File: src/rtl/sfp_pkg.sv
// Shared constants and types for the sector flash program host
`default_nettype none
package sfp_pkg;
  // Bus shape
  localparam int ADDR_W   = 17;
  localparam int DATA_W   = 8;
  localparam int OFS_W    = 7;                  // Byte within sector
  localparam int SECT_W   = 10;                 // Sector number
  localparam int SECT_BYTES = 128;
  localparam logic [OFS_W-1:0] OFS_LAST = 7'h7f;
  localparam int POLL_BIT   = 7;                // poll_status_bit position
  localparam int TOGGLE_BIT = 6;                // toggle_status_bit position

  // Clock and pin timing
  localparam int CLK_NS      = 5;
  localparam int T_ACC_NS    = 120;             // Output drive low until data valid
  localparam int T_WP_NS     = 90;              // Write strobe low width
  localparam int T_FILTER_NS = 15;              // Shorter pulses are ignored by the device
  localparam int T_ACC_CYC   = (T_ACC_NS + CLK_NS - 1) / CLK_NS;
  localparam int T_WP_CYC    = (T_WP_NS + CLK_NS - 1) / CLK_NS;
  localparam int STRB_W      = 6;
  localparam logic [STRB_W-1:0] ACC_LAST = STRB_W'(T_ACC_CYC - 1);
  localparam logic [STRB_W-1:0] WP_LAST  = STRB_W'(T_WP_CYC - 1);

  // Long waits (least times round up, longest round down)
  localparam int T_LOAD_END_US  = 150;
  localparam int T_LOAD_END_CYC = (T_LOAD_END_US * 1000 + CLK_NS - 1) / CLK_NS;
  localparam int T_PROG_MAX_MS  = 20;
  localparam int T_PROG_MAX_CYC = T_PROG_MAX_MS * 1000000 / CLK_NS;
  localparam int T_PWRUP_MS     = 10;
  localparam int T_PWRUP_CYC    = (T_PWRUP_MS * 1000000 + CLK_NS - 1) / CLK_NS;
  localparam int CNT_W          = 23;

  // Unlock writes, configurable
  localparam logic [ADDR_W-1:0] UNLK_ADDR0 = 17'h0_5555;
  localparam logic [ADDR_W-1:0] UNLK_ADDR1 = 17'h0_2aaa;
  localparam logic [ADDR_W-1:0] UNLK_ADDR2 = 17'h0_5555;
  localparam logic [DATA_W-1:0] UNLK_DATA0 = 8'h00aa;
  localparam logic [DATA_W-1:0] UNLK_DATA1 = 8'h0055;
  localparam logic [DATA_W-1:0] UNLK_DATA2 = 8'h00a0;

  typedef enum logic [0:0] {
    SFP_OP_READ = 1'b0,
    SFP_OP_PROG = 1'b1
  } sfp_op_e;

  typedef enum logic [2:0] {
    S_PWRUP  = 3'b000,
    S_IDLE   = 3'b001,
    S_READ   = 3'b010,
    S_UNLOCK = 3'b011,
    S_LOAD   = 3'b100,
    S_WAIT   = 3'b101,
    S_POLL   = 3'b110
  } sfp_state_e;

  typedef enum logic [1:0] {
    P_IDLE   = 2'b00,
    P_SETUP  = 2'b01,
    P_STROBE = 2'b10,
    P_HOLD   = 2'b11
  } sfp_phase_e;
endpackage
`default_nettype wire

File: src/rtl/sfp_host.sv
// Host controller that reads and sector-programs a parallel flash
`default_nettype none
// How it works
// - Host loads all 128 bytes per sector
// - Every program opens with three unlock writes
// - Byte load: write strobe pulse, output high
// - Next load within 150 us of previous
// - Upper address bits hold the sector, stable
// - Poll top bit; wait before next access
module sfp_host #(
  parameter int                             PWRUP_CYC    = sfp_pkg::T_PWRUP_CYC,
  parameter int                             LOAD_END_CYC = sfp_pkg::T_LOAD_END_CYC,
  parameter int                             PROG_MAX_CYC = sfp_pkg::T_PROG_MAX_CYC,
  parameter logic [sfp_pkg::ADDR_W-1:0]     UNLK_A0      = sfp_pkg::UNLK_ADDR0,
  parameter logic [sfp_pkg::ADDR_W-1:0]     UNLK_A1      = sfp_pkg::UNLK_ADDR1,
  parameter logic [sfp_pkg::ADDR_W-1:0]     UNLK_A2      = sfp_pkg::UNLK_ADDR2,
  parameter logic [sfp_pkg::DATA_W-1:0]     UNLK_D0      = sfp_pkg::UNLK_DATA0,
  parameter logic [sfp_pkg::DATA_W-1:0]     UNLK_D1      = sfp_pkg::UNLK_DATA1,
  parameter logic [sfp_pkg::DATA_W-1:0]     UNLK_D2      = sfp_pkg::UNLK_DATA2
) (
  input  wire logic                         clk_sys,
  input  wire logic                         srst,
  input  wire logic                         cmd_valid,
  output      logic                         cmd_ready,
  input  wire sfp_pkg::sfp_op_e             cmd_op,
  input  wire logic [sfp_pkg::ADDR_W-1:0]   cmd_addr,
  input  wire logic                         wr_valid,
  output      logic                         wr_ready,
  input  wire logic [sfp_pkg::DATA_W-1:0]   wr_data,
  output var  logic                         rd_valid,
  output var  logic [sfp_pkg::DATA_W-1:0]   rd_data,
  output var  logic                         prog_done,
  output var  logic                         prog_fail,
  output      logic                         busy,
  output      logic [sfp_pkg::ADDR_W-1:0]   address_lines,
  output      logic                         ce_n,
  output      logic                         oe_n,
  output      logic                         we_n,
  output      logic [sfp_pkg::DATA_W-1:0]   data_lines_out,
  output      logic                         data_lines_oe,
  input  wire logic [sfp_pkg::DATA_W-1:0]   data_lines_in
);
  import sfp_pkg::*;

  ////////////////////////////////////////////////////////////////////////////
  // Helpers
  function automatic logic [ADDR_W-1:0] flash_addr(input logic [SECT_W-1:0] sect,
                                                   input logic [OFS_W-1:0]  ofs);
    flash_addr = {sect, ofs};
  endfunction

  function automatic logic hit(input logic [CNT_W-1:0] cnt, input int lim);
    hit = (cnt >= CNT_W'(lim - 1));
  endfunction

  sfp_state_e        state_r;
  logic [CNT_W-1:0]  cnt_r;
  logic [1:0]        step_r;
  logic [SECT_W-1:0] sect_r;
  logic [OFS_W-1:0]  ofs_r;
  logic [ADDR_W-1:0] rd_addr_r;
  logic [ADDR_W-1:0] last_addr_r;
  logic [DATA_W-1:0] last_data_r;

  wire logic              cyc_busy;
  wire logic              cyc_done;
  wire logic [DATA_W-1:0] cyc_rdata;

  ////////////////////////////////////////////////////////////////////////////
  // Cycle launch selection
  wire logic cyc_free   = !cyc_busy;
  wire logic st_idle    = (state_r == S_IDLE);
  wire logic st_unlock  = (state_r == S_UNLOCK);
  wire logic st_load    = (state_r == S_LOAD);
  wire logic st_read    = (state_r == S_READ);
  wire logic st_poll    = (state_r == S_POLL);
  wire logic take_cmd   = cmd_valid && cmd_ready;
  wire logic take_byte  = wr_valid && wr_ready;
  wire logic poll_ok    = (cyc_rdata[POLL_BIT] == last_data_r[POLL_BIT]);

  assign cmd_ready = st_idle && cyc_free;              // Waits out programming and pin cycle
  assign wr_ready  = st_load && cyc_free;              // Next byte follows at once
  assign busy      = !st_idle;

  wire logic cyc_start = (st_unlock && cyc_free) || take_byte ||
                         ((st_read || st_poll) && cyc_free && !cyc_done);
  wire logic cyc_write = st_unlock || st_load;

  wire logic [ADDR_W-1:0] unlk_addr = (step_r == 2'd0) ? UNLK_A0 :
                                      (step_r == 2'd1) ? UNLK_A1 : UNLK_A2;
  wire logic [DATA_W-1:0] unlk_data = (step_r == 2'd0) ? UNLK_D0 :
                                      (step_r == 2'd1) ? UNLK_D1 : UNLK_D2;
  wire logic [ADDR_W-1:0] cyc_addr  = st_unlock ? unlk_addr :
                                      st_load   ? flash_addr(sect_r, ofs_r) :
                                      st_poll   ? last_addr_r : rd_addr_r;
  wire logic [DATA_W-1:0] cyc_wdata = st_unlock ? unlk_data : wr_data;

  ////////////////////////////////////////////////////////////////////////////
  // Pin cycle engine
  sfp_cycle u_cycle (
    .clk_sys        (clk_sys),
    .srst           (srst),
    .start          (cyc_start),
    .is_write       (cyc_write),
    .addr_in        (cyc_addr),
    .wdata_in       (cyc_wdata),
    .busy           (cyc_busy),
    .done           (cyc_done),
    .rdata          (cyc_rdata),
    .address_lines  (address_lines),
    .ce_n           (ce_n),
    .oe_n           (oe_n),
    .we_n           (we_n),
    .data_lines_out (data_lines_out),
    .data_lines_oe  (data_lines_oe),
    .data_lines_in  (data_lines_in)
  );

  ////////////////////////////////////////////////////////////////////////////
  // Sequencer
  always_ff @(posedge clk_sys) begin
    if (srst) begin
      state_r     <= S_PWRUP;
      cnt_r       <= '0;
      step_r      <= '0;
      sect_r      <= '0;
      ofs_r       <= '0;
      rd_addr_r   <= '0;
      last_addr_r <= '0;
      last_data_r <= '0;
      rd_valid    <= 1'b0;
      rd_data     <= '0;
      prog_done   <= 1'b0;
      prog_fail   <= 1'b0;
    end else begin
      rd_valid  <= 1'b0;
      prog_done <= 1'b0;
      prog_fail <= 1'b0;
      case (state_r)
        S_PWRUP: begin
          cnt_r <= cnt_r + 1'b1;
          if (hit(cnt_r, PWRUP_CYC)) begin        // Device refuses writes early
            state_r <= S_IDLE;
          end
        end
        S_IDLE: begin
          cnt_r <= '0;
          if (take_cmd) begin
            rd_addr_r <= cmd_addr;
            sect_r    <= cmd_addr[ADDR_W-1:OFS_W]; // Whole sector target
            step_r    <= '0;
            ofs_r     <= '0;
            state_r   <= (cmd_op == SFP_OP_PROG) ? S_UNLOCK : S_READ;
          end
        end
        S_READ: begin
          if (cyc_done) begin
            rd_data  <= cyc_rdata;
            rd_valid <= 1'b1;
            state_r  <= S_IDLE;
          end
        end
        S_UNLOCK: begin
          if (cyc_done) begin                     // Three writes first
            step_r <= step_r + 1'b1;
            if (step_r == 2'd2) begin
              state_r <= S_LOAD;
            end
          end
        end
        S_LOAD: begin
          if (take_byte) begin
            last_addr_r <= cyc_addr;
            last_data_r <= wr_data;
          end
          if (cyc_done) begin                     // All 128 bytes in turn
            ofs_r <= ofs_r + 1'b1;
            cnt_r <= '0;
            if (ofs_r == OFS_LAST) begin
              state_r <= S_WAIT;
            end
          end
        end
        S_WAIT: begin
          cnt_r <= cnt_r + 1'b1;
          if (hit(cnt_r, LOAD_END_CYC)) begin     // Idle strobes end the load
            cnt_r   <= '0;
            state_r <= S_POLL;
          end
        end
        default: begin
          cnt_r <= cnt_r + 1'b1;
          if (cyc_done && poll_ok) begin          // Bit 7 equal to bit 7 of the last loaded byte means finished
            prog_done <= 1'b1;
            state_r   <= S_IDLE;
          end else if (hit(cnt_r, PROG_MAX_CYC)) begin
            prog_fail <= 1'b1;
            state_r   <= S_IDLE;
          end
        end
      endcase
    end
  end
endmodule // sfp_host
`default_nettype wire

File: src/rtl/sfp_cycle.sv
// One read or write cycle on the flash pins
`default_nettype none
module sfp_cycle (
  input  wire logic                       clk_sys,
  input  wire logic                       srst,
  input  wire logic                       start,
  input  wire logic                       is_write,
  input  wire logic [sfp_pkg::ADDR_W-1:0] addr_in,
  input  wire logic [sfp_pkg::DATA_W-1:0] wdata_in,
  output      logic                       busy,
  output      logic                       done,
  output var  logic [sfp_pkg::DATA_W-1:0] rdata,
  output var  logic [sfp_pkg::ADDR_W-1:0] address_lines,
  output var  logic                       ce_n,
  output var  logic                       oe_n,
  output var  logic                       we_n,
  output var  logic [sfp_pkg::DATA_W-1:0] data_lines_out,
  output var  logic                       data_lines_oe,
  input  wire logic [sfp_pkg::DATA_W-1:0] data_lines_in
);
  import sfp_pkg::*;

  sfp_phase_e        phase_r;
  logic [STRB_W-1:0] cnt_r;
  logic              wr_r;

  ////////////////////////////////////////////////////////////////////////////
  // Phase decode
  wire logic              strb_end = (cnt_r == (wr_r ? WP_LAST : ACC_LAST));
  assign busy = (phase_r != P_IDLE);
  assign done = (phase_r == P_HOLD);

  ////////////////////////////////////////////////////////////////////////////
  // Chip select wraps the strobe: address set before fall, data held past rise
  always_ff @(posedge clk_sys) begin
    if (srst) begin
      phase_r        <= P_IDLE;
      cnt_r          <= '0;
      wr_r           <= 1'b0;
      rdata          <= '0;
      address_lines  <= '0;
      ce_n           <= 1'b1;
      oe_n           <= 1'b1;
      we_n           <= 1'b1;
      data_lines_out <= '0;
      data_lines_oe  <= 1'b0;
    end else begin
      case (phase_r)
        P_IDLE: begin
          if (start) begin
            wr_r           <= is_write;
            address_lines  <= addr_in;
            data_lines_out <= wdata_in;
            data_lines_oe  <= is_write;  // Data driven only for writes (unlock and load)
            ce_n           <= 1'b0;
            phase_r        <= P_SETUP;
          end
        end
        P_SETUP: begin
          cnt_r   <= '0;
          phase_r <= P_STROBE;
          if (wr_r) begin
            we_n <= 1'b0;       // Later falling edge latches address
          end else begin
            oe_n <= 1'b0;       // Output drive only on reads
          end
        end
        P_STROBE: begin
          cnt_r <= cnt_r + 1'b1;
          if (strb_end) begin
            we_n    <= 1'b1;    // First rising edge latches data
            oe_n    <= 1'b1;
            phase_r <= P_HOLD;
            if (!wr_r) begin
              rdata <= data_lines_in;
            end
          end
        end
        default: begin
          ce_n          <= 1'b1;
          data_lines_oe <= 1'b0;
          phase_r       <= P_IDLE;
        end
      endcase
    end
  end
endmodule // sfp_cycle
`default_nettype wire

File: config.mk
export PLATFORM = sky130hd
export DESIGN_NAME = sfp_host
export DESIGN_NICKNAME = d
export VERILOG_FILES = /design/src/rtl/sfp_pkg.sv /design/src/rtl/sfp_host.sv /design/src/rtl/sfp_cycle.sv
export SDC_FILE = /design/constraint.sdc
export NUM_CORES = 1
export LEC_CHECK = 0
export ABC_CLOCK_PERIOD_IN_PS = 4740
export BUFFER_PORTS_ARGS = -buffer_cell sky130_fd_sc_hd__buf_4
export CAP_MARGIN = 20
export CORE_UTILIZATION = 32
export CTS_BUF_LIST = sky130_fd_sc_hd__clkbuf_16
export CTS_CLUSTER_SIZE = 16
export DETAILED_ROUTE_END_ITERATION = 7
export PLACE_DENSITY = 0.57
export SLEW_MARGIN = 20
export SYNTH_ARGS = -nofsm -noshare
export SYNTH_HDL_FRONTEND = slang
export SYNTH_HIERARCHICAL = 1
export SYNTH_SLANG_ARGS = --single-unit
File: constraint.sdc
create_clock -name clk_sys -period 4.74 [get_ports clk_sys]
set_clock_uncertainty 0.2 [all_clocks]
set_input_delay 0.948 -clock clk_sys [delete_from_list [all_inputs] [get_ports clk_sys]]
set_output_delay 0.948 -clock clk_sys [all_outputs]
set_load 0.03 [all_outputs]
=== After elaboration in Yosys (flattened, before gate mapping) ===
Cells that the tools add are included.

* Add/sub/neg operators: 4
* Magnitude comparators: 3
* Equal/unequal tests: 26
* Mux-type cells: 46
* Bitwise logic cells: 4
* Reduce and logical (&&, ||, !) cells: 41

{| class="wikitable"
|+ Operators with widths
! operator !! count
|-
| one-hot mux 23 bit (4 select lines) || 1
|-
| two-way mux 17 bit || 3
|-
| two-way mux 23 bit || 2
|-
| two-way mux 3 bit || 11
|-
| two-way mux 15 bit || 2
|-
| two-way mux 8 bit || 3
|-
| adder 23 x 1 -> 23 bit, second input constant || 1
|-
| greater-or-equal comparator 23 x 15 -> 1 bit, second input constant || 1
|-
| greater-or-equal comparator 23 x 21 -> 1 bit, second input constant || 1
|-
| greater-or-equal comparator 23 x 22 -> 1 bit, second input constant || 1
|-
| one-hot mux 3 bit (6 select lines) || 1
|-
| AND reduction 3 bit || 5
|-
| two-way mux 7 bit || 2
|-
| != test 2 bit, second input constant || 7
|-
| one-hot mux 7 bit (2 select lines) || 1
|-
| AND reduction 2 bit || 7
|-
| one-hot mux 6 bit (2 select lines) || 1
|-
| != test 2 x 1 -> 1 bit, second input constant || 5
|-
| == test 3 bit, second input constant || 3
|-
| two-way mux 1 bit || 9
|-
| AND reduction 9 bit || 1
|-
| logical AND 1 bit || 8
|-
| two-way mux 2 bit || 4
|-
| one-hot mux 1 bit (2 select lines) || 4
|-
| 22 further kinds || 40
|}

* Register bits: 144
* Input port bits: 38
* Output and inout port bits: 43
* Logic and storage cells: 146

=== Logic depth before layout (Yosys ltp) ===
* Depth after elaboration: 8
* Gate-level depth with buffers: 12
* Mapped depth without buffers: 9

=== Cells and area by module ===
The synthesis kept the hierarchy.

{| class="wikitable"
|+ Modules (own cells, without submodules)
! module !! times used !! cells an instance !! area each (um^2) !! seq. area each (um^2)
|-
| sfp_host || 1 || 543 || 4166.5 || 1621.6
|-
| sfp_cycle || 1 || 210 || 1801.7 || 920.9
|}

=== Worst setup path before layout ===
OpenSTA, ideal clock, no wires.

* Kind: register to output
* Start: register state_r[1]
* End: output port cmd_ready
* Arrival: 1.380 ns
* Path slack: 2.212 ns
* Stages on the path, launching flop included: 5
* Cells stage by stage: dfxtp_1 > buf_6 > or3b_1 > buf_2 > nor2_1

* Cells in the longest elaborated chain, start to end: 2

{| class="wikitable"
|+ RTL lines
! what !! RTL line !! RTL
|-
| from (decl) || sfp_host.sv:56 || <nowiki>sfp_state_e state_r;</nowiki>
|-
| from (signal assigned) || sfp_host.sv:153 || <nowiki>state_r <= (cmd_op == SFP_OP_PROG) ? S_UNLOCK : S_READ;</nowiki>
|-
| == test 3 x 1 -> 1 bit || sfp_host.sv:72 || <nowiki>wire logic st_idle = (state_r == S_IDLE);</nowiki>
|-
| logical AND 1 bit || sfp_host.sv:81 || <nowiki>assign cmd_ready = st_idle && cyc_free;</nowiki>
|-
| to (decl) || sfp_host.sv:24 || <nowiki>output logic cmd_ready,</nowiki>
|}

Every way passes these cells.

=== Final worst setup path ===
* Start: register state_r[1]
* End: register u_cycle/address_lines[4] in the netlist's numbering

* Cells in the longest elaborated chain, start to end: 6
* Elaborated cells between the ends (all ways): 16

{| class="wikitable"
|+ RTL lines
! what !! RTL line !! RTL
|-
| == test 3 bit (tied with other cells) || sfp_host.sv:74 || <nowiki>wire logic st_load = (state_r == S_LOAD);</nowiki>
|-
| logical AND 1 bit / logical OR 1 bit (equally long branches) || sfp_host.sv:82, sfp_host.sv:86 ||
|-
| logical AND 1 bit (on tied branches) || sfp_host.sv:78, sfp_host.sv:86 ||
|-
| logical OR 1 bit / logical AND 1 bit (equally long branches) || sfp_host.sv:85, sfp_host.sv:86 ||
|-
| logical OR 1 bit * || sfp_host.sv:85 || <nowiki>wire logic cyc_start = (st_unlock && cyc_free) || take_byte ||</nowiki>
|-
| named net cyc_start || sfp_host.sv:85 ||
|-
| AND reduction 2 bit (no line) * || - ||
|-
| to (signal assigned) || sfp_cycle.sv:52 || <nowiki>address_lines <= addr_in;</nowiki>
|-
| to (decl) || sfp_cycle.sv:13 || <nowiki>output var logic [sfp_pkg::ADDR_W-1:0] address_lines,</nowiki>
|}

Mark *: on every way through the listed nets, which the timed path passes. The rest lies on a longest branch.
A chain may end at the register's enable or synchronous reset.

==> results_dict.tcl <==
set metrics [dict create \
    clkSlewWorstSetupHoldPaths_ns 0.06 \
    synthFlopType "dfxtp_1" \
    fin_crit_ns 3.195 \
    ios 81 \
    antenna_found_initial 0 \
    max_freq_ghz 0.3130 \
    route.detailed.drc 14 \
    synth_area_leader_cell "dfxtp_1" \
    total_power_mw 2.453 \
    place_inst 1021 \
    cts_tree "done" \
    placed_cell_area_sq_mm 0.006658 \
    htree_num_levels 4 \
    vias 5225 \
    die_y_um 138.6 \
    synth-simple-area-share_pct 28.53 \
    die_w_um 138.6 \
    numCtsBuffers 17 \
    syn_inst 753 \
    drtAntennaViolNets 0 \
    setup_violations 0 \
    worstPathArrival_ns 3.28 \
    initial_core_util_pct 32.89 \
    cp_num_buf_inv 1 \
    wl_mm 15.24 \
    cp.required_ns 4.83 \
    cts_hold_buf 0 \
    avgSynthCellArea_sq_um 7.926 \
    violations "design-rule violations" \
    worst_hold_slack_ns 0.2527 \
    gr-usage-met1_pct 22.30 \
    crit_path_max_incr_delay_ns 0.74 \
    fill_cells 1880 \
    clk_latency_ns 0.42 \
    async_reset_ff_share_pct 0 \
    finalWeightedCongestion 0.7786 \
    startpoint "state_r[1]$_SDFFE_PP0P_" \
    gr-total-overflow 0 \
    coreArea_sq_mm 0.01815 \
    synth_top_cells_by_count "nand2_1, dfxtp_1, a21oi_1" \
    cts_setup_buffers 0 \
    ctsResizeCount 0 \
    crit_top_cell "nand2_1" \
    synth-warning-count 6 \
    start_kind "register" \
    ys_ff_latch 127 \
    r2r-start "state_r[1]$_SDFFE_PP0P_" \
    gr-usage-met3_pct 4.351 \
    syn_nets 802 \
    synthMuxAreaShare_pct 3.375 \
    period_share_pct 67.41 \
    dpl.hpwl_mm 10.26 \
    outcome "finished with violations" \
    firstDrtPassIters 7 \
    leakage_nw 2.780 \
    grt_pass1_vias 4897 \
    slew_headroom_pct 28.04 \
    clock-root-buffer "clkbuf_16" \
    synth.area.top_cells "dfxtp_1, nand2_1, a21oi_1, nor2_1, mux2i_1" \
    cts.sinks 127 \
    end_kind "register" \
    hold_viol 0 \
    instances_no_fill 1053 \
    drive_gt1_share_pct 16.75 \
    design.die.area_sq_mm 0.01920 \
    yosysSeqAreaShare_pct 42.60 \
    synthAdderAreaFrac_pct 2.306 \
    rsz0062_at_grt "false" \
    synth_area_sq_mm 0.005968 \
    fin_tns_setup_ns 0 \
    synth_top_family_by_area "simple AND/OR/NAND/NOR gates" \
    tightest_slew_ns 1.077 \
    avgRoutedWirePerCell_um 14.47 \
    slowest_stage "dfxtp_1" \
    num_antenna_cells 0 \
    nets 860 \
    path_delay_family "simple AND/OR/NAND/NOR gates" \
    grt_usage_pct 16.58 \
    path_cells "nor2b_1 > nand2_1 > buf_4 > a21oi_1 > nand2_1 > nand2_1 > a21oi_1" \
    cap_violations 0 \
    synth_xor_area_share_pct 4.549 \
    synth_compound_area_share_pct 14.07 \
    gr-usage-met2_pct 25.49 \
    hp-start "u_cycle/data_lines_out[6]$_SDFFE_PP0P_" \
    powerDensity_mw_per_mm2 338.1 \
    synth.top_cell.area_share_pct 42.60 \
    crit_fanout 26 \
    vias_per_cell 4.962 \
    synth-edff-count 0 \
    row_count 49 \
    clockBufferDepth 2 \
    synth_most_common_cell "nand2_1" \
    path_class "reg -> reg" \
    slew_viol_final 0 \
    peakVddDrop_mv 0.2264 \
    grt_pass1_wl_mm 25.44 \
    grt_max_degree 53 \
    drt_iter0_markers 427 \
    final_cell_area_sq_mm 0.007253 \
    hold_path.class "reg -> reg" \
    io_buffers 80 \
    area_growth_pct 21.53 \
    busiest_layer "met2" \
    synthDistinctLibCells 62 \
]
[path summary, 6_finish.rpt]
kind | end | slack (ns) | cells after the start
worst max-delay path | u_cycle/address_lines[4]$_SDFFE_PP0P_ | 1.54 | 7
worst min-delay path | u_cycle/data_lines_out[6]$_SDFFE_PP0P_ | 0.25 | 2
worst min register to register | u_cycle/data_lines_out[6]$_SDFFE_PP0P_ | 0.25 | 2
worst max register to register | u_cycle/address_lines[4]$_SDFFE_PP0P_ | 1.54 | 7
[state kept, by name, summed over array words and instances, names as in the netlist, 6 cells and up]
signal                  count
rd_addr_r                   7
rd_data                     8
cnt_r                      23
ofs_r                       7
u_cycle/cnt_r               6
u_cycle/address_lines      17
u_cycle/data_lines_out      8
u_cycle/rdata               8
sect_r                     10
last_addr_r                17
[metrics by stage]
step | setup WS [ns] | util, %
after CTS | 1.512 | 39.97
after global placement | 1.717 | 36.69
after floorplan | 2.212 | -
after global routing | 1.193 | 39.97
final | 1.545 | 39.97
after detailed placement | 1.530 | 36.69
[final cells by class]
| class | instances | area [sq um] | share of cell area [%] |
|---|---|---|---|
| Tap cell | 229 | 286.5 | 3.950 |
| Clock inverter | 15 | 170.2 | 2.346 |
| Multi-Input combinational cell | 570 | 3153 | 43.47 |
| Timing Repair Buffer | 85 | 638.1 | 8.798 |
| Sequential cell | 127 | 2542 | 35.05 |
| Clock buffer | 17 | 425.4 | 5.865 |
| Inverter | 10 | 37.54 | 0.5175 |
[worst register-to-register path, stage by stage, from the launching register on]
cell and delay, ns:
dfxtp_1 0.74, nor2b_1 0.57, nand2_1 0.10, buf_4 0.24, a21oi_1 0.27, nand2_1 0.60
nand2_1 0.27, a21oi_1 0.09
[layout by cell type, fill, tap and decap left out, types with 8 or more instances in the layout]
cell type	count
clkbuf_16	17
xnor2_1	11
inv_1	11
and3_1	8
nand3_1	17
nand4_1	15
buf_4	85
nand2b_1	10
xor2_1	20
a31oi_1	8
nor2_1	68
o21ai_0	8
mux2i_1	19
ha_1	11
a21oi_1	88
dfxtp_1	127
nor3_1	13
nand2_1	201
[layer usage]
metal  vias to the layer above  share of wire, %
li1                       2668                 -
met1                      2421                47
met2                       117                46
met3                        19               5.2
met4                         0               1.6
met5                         -                 0
[logic make-up (layout without fill, tap and decap cells)]
family	count (synthesis)	count (layout)
compound gates	137	137
xor+xnor	31	31
fa+ha+maj	11	11
buf+inv	56	127
flops	127	127
mux	20	20
simple gates	371	371
[power breakdown]
group          internal (mW)  total, mW  switching, mW
sequential              1.07       1.07        0.00346
clock                  0.822       1.33          0.503
combinational         0.0259     0.0540         0.0282
No activity file was read; power rests on OpenSTA's default activity.
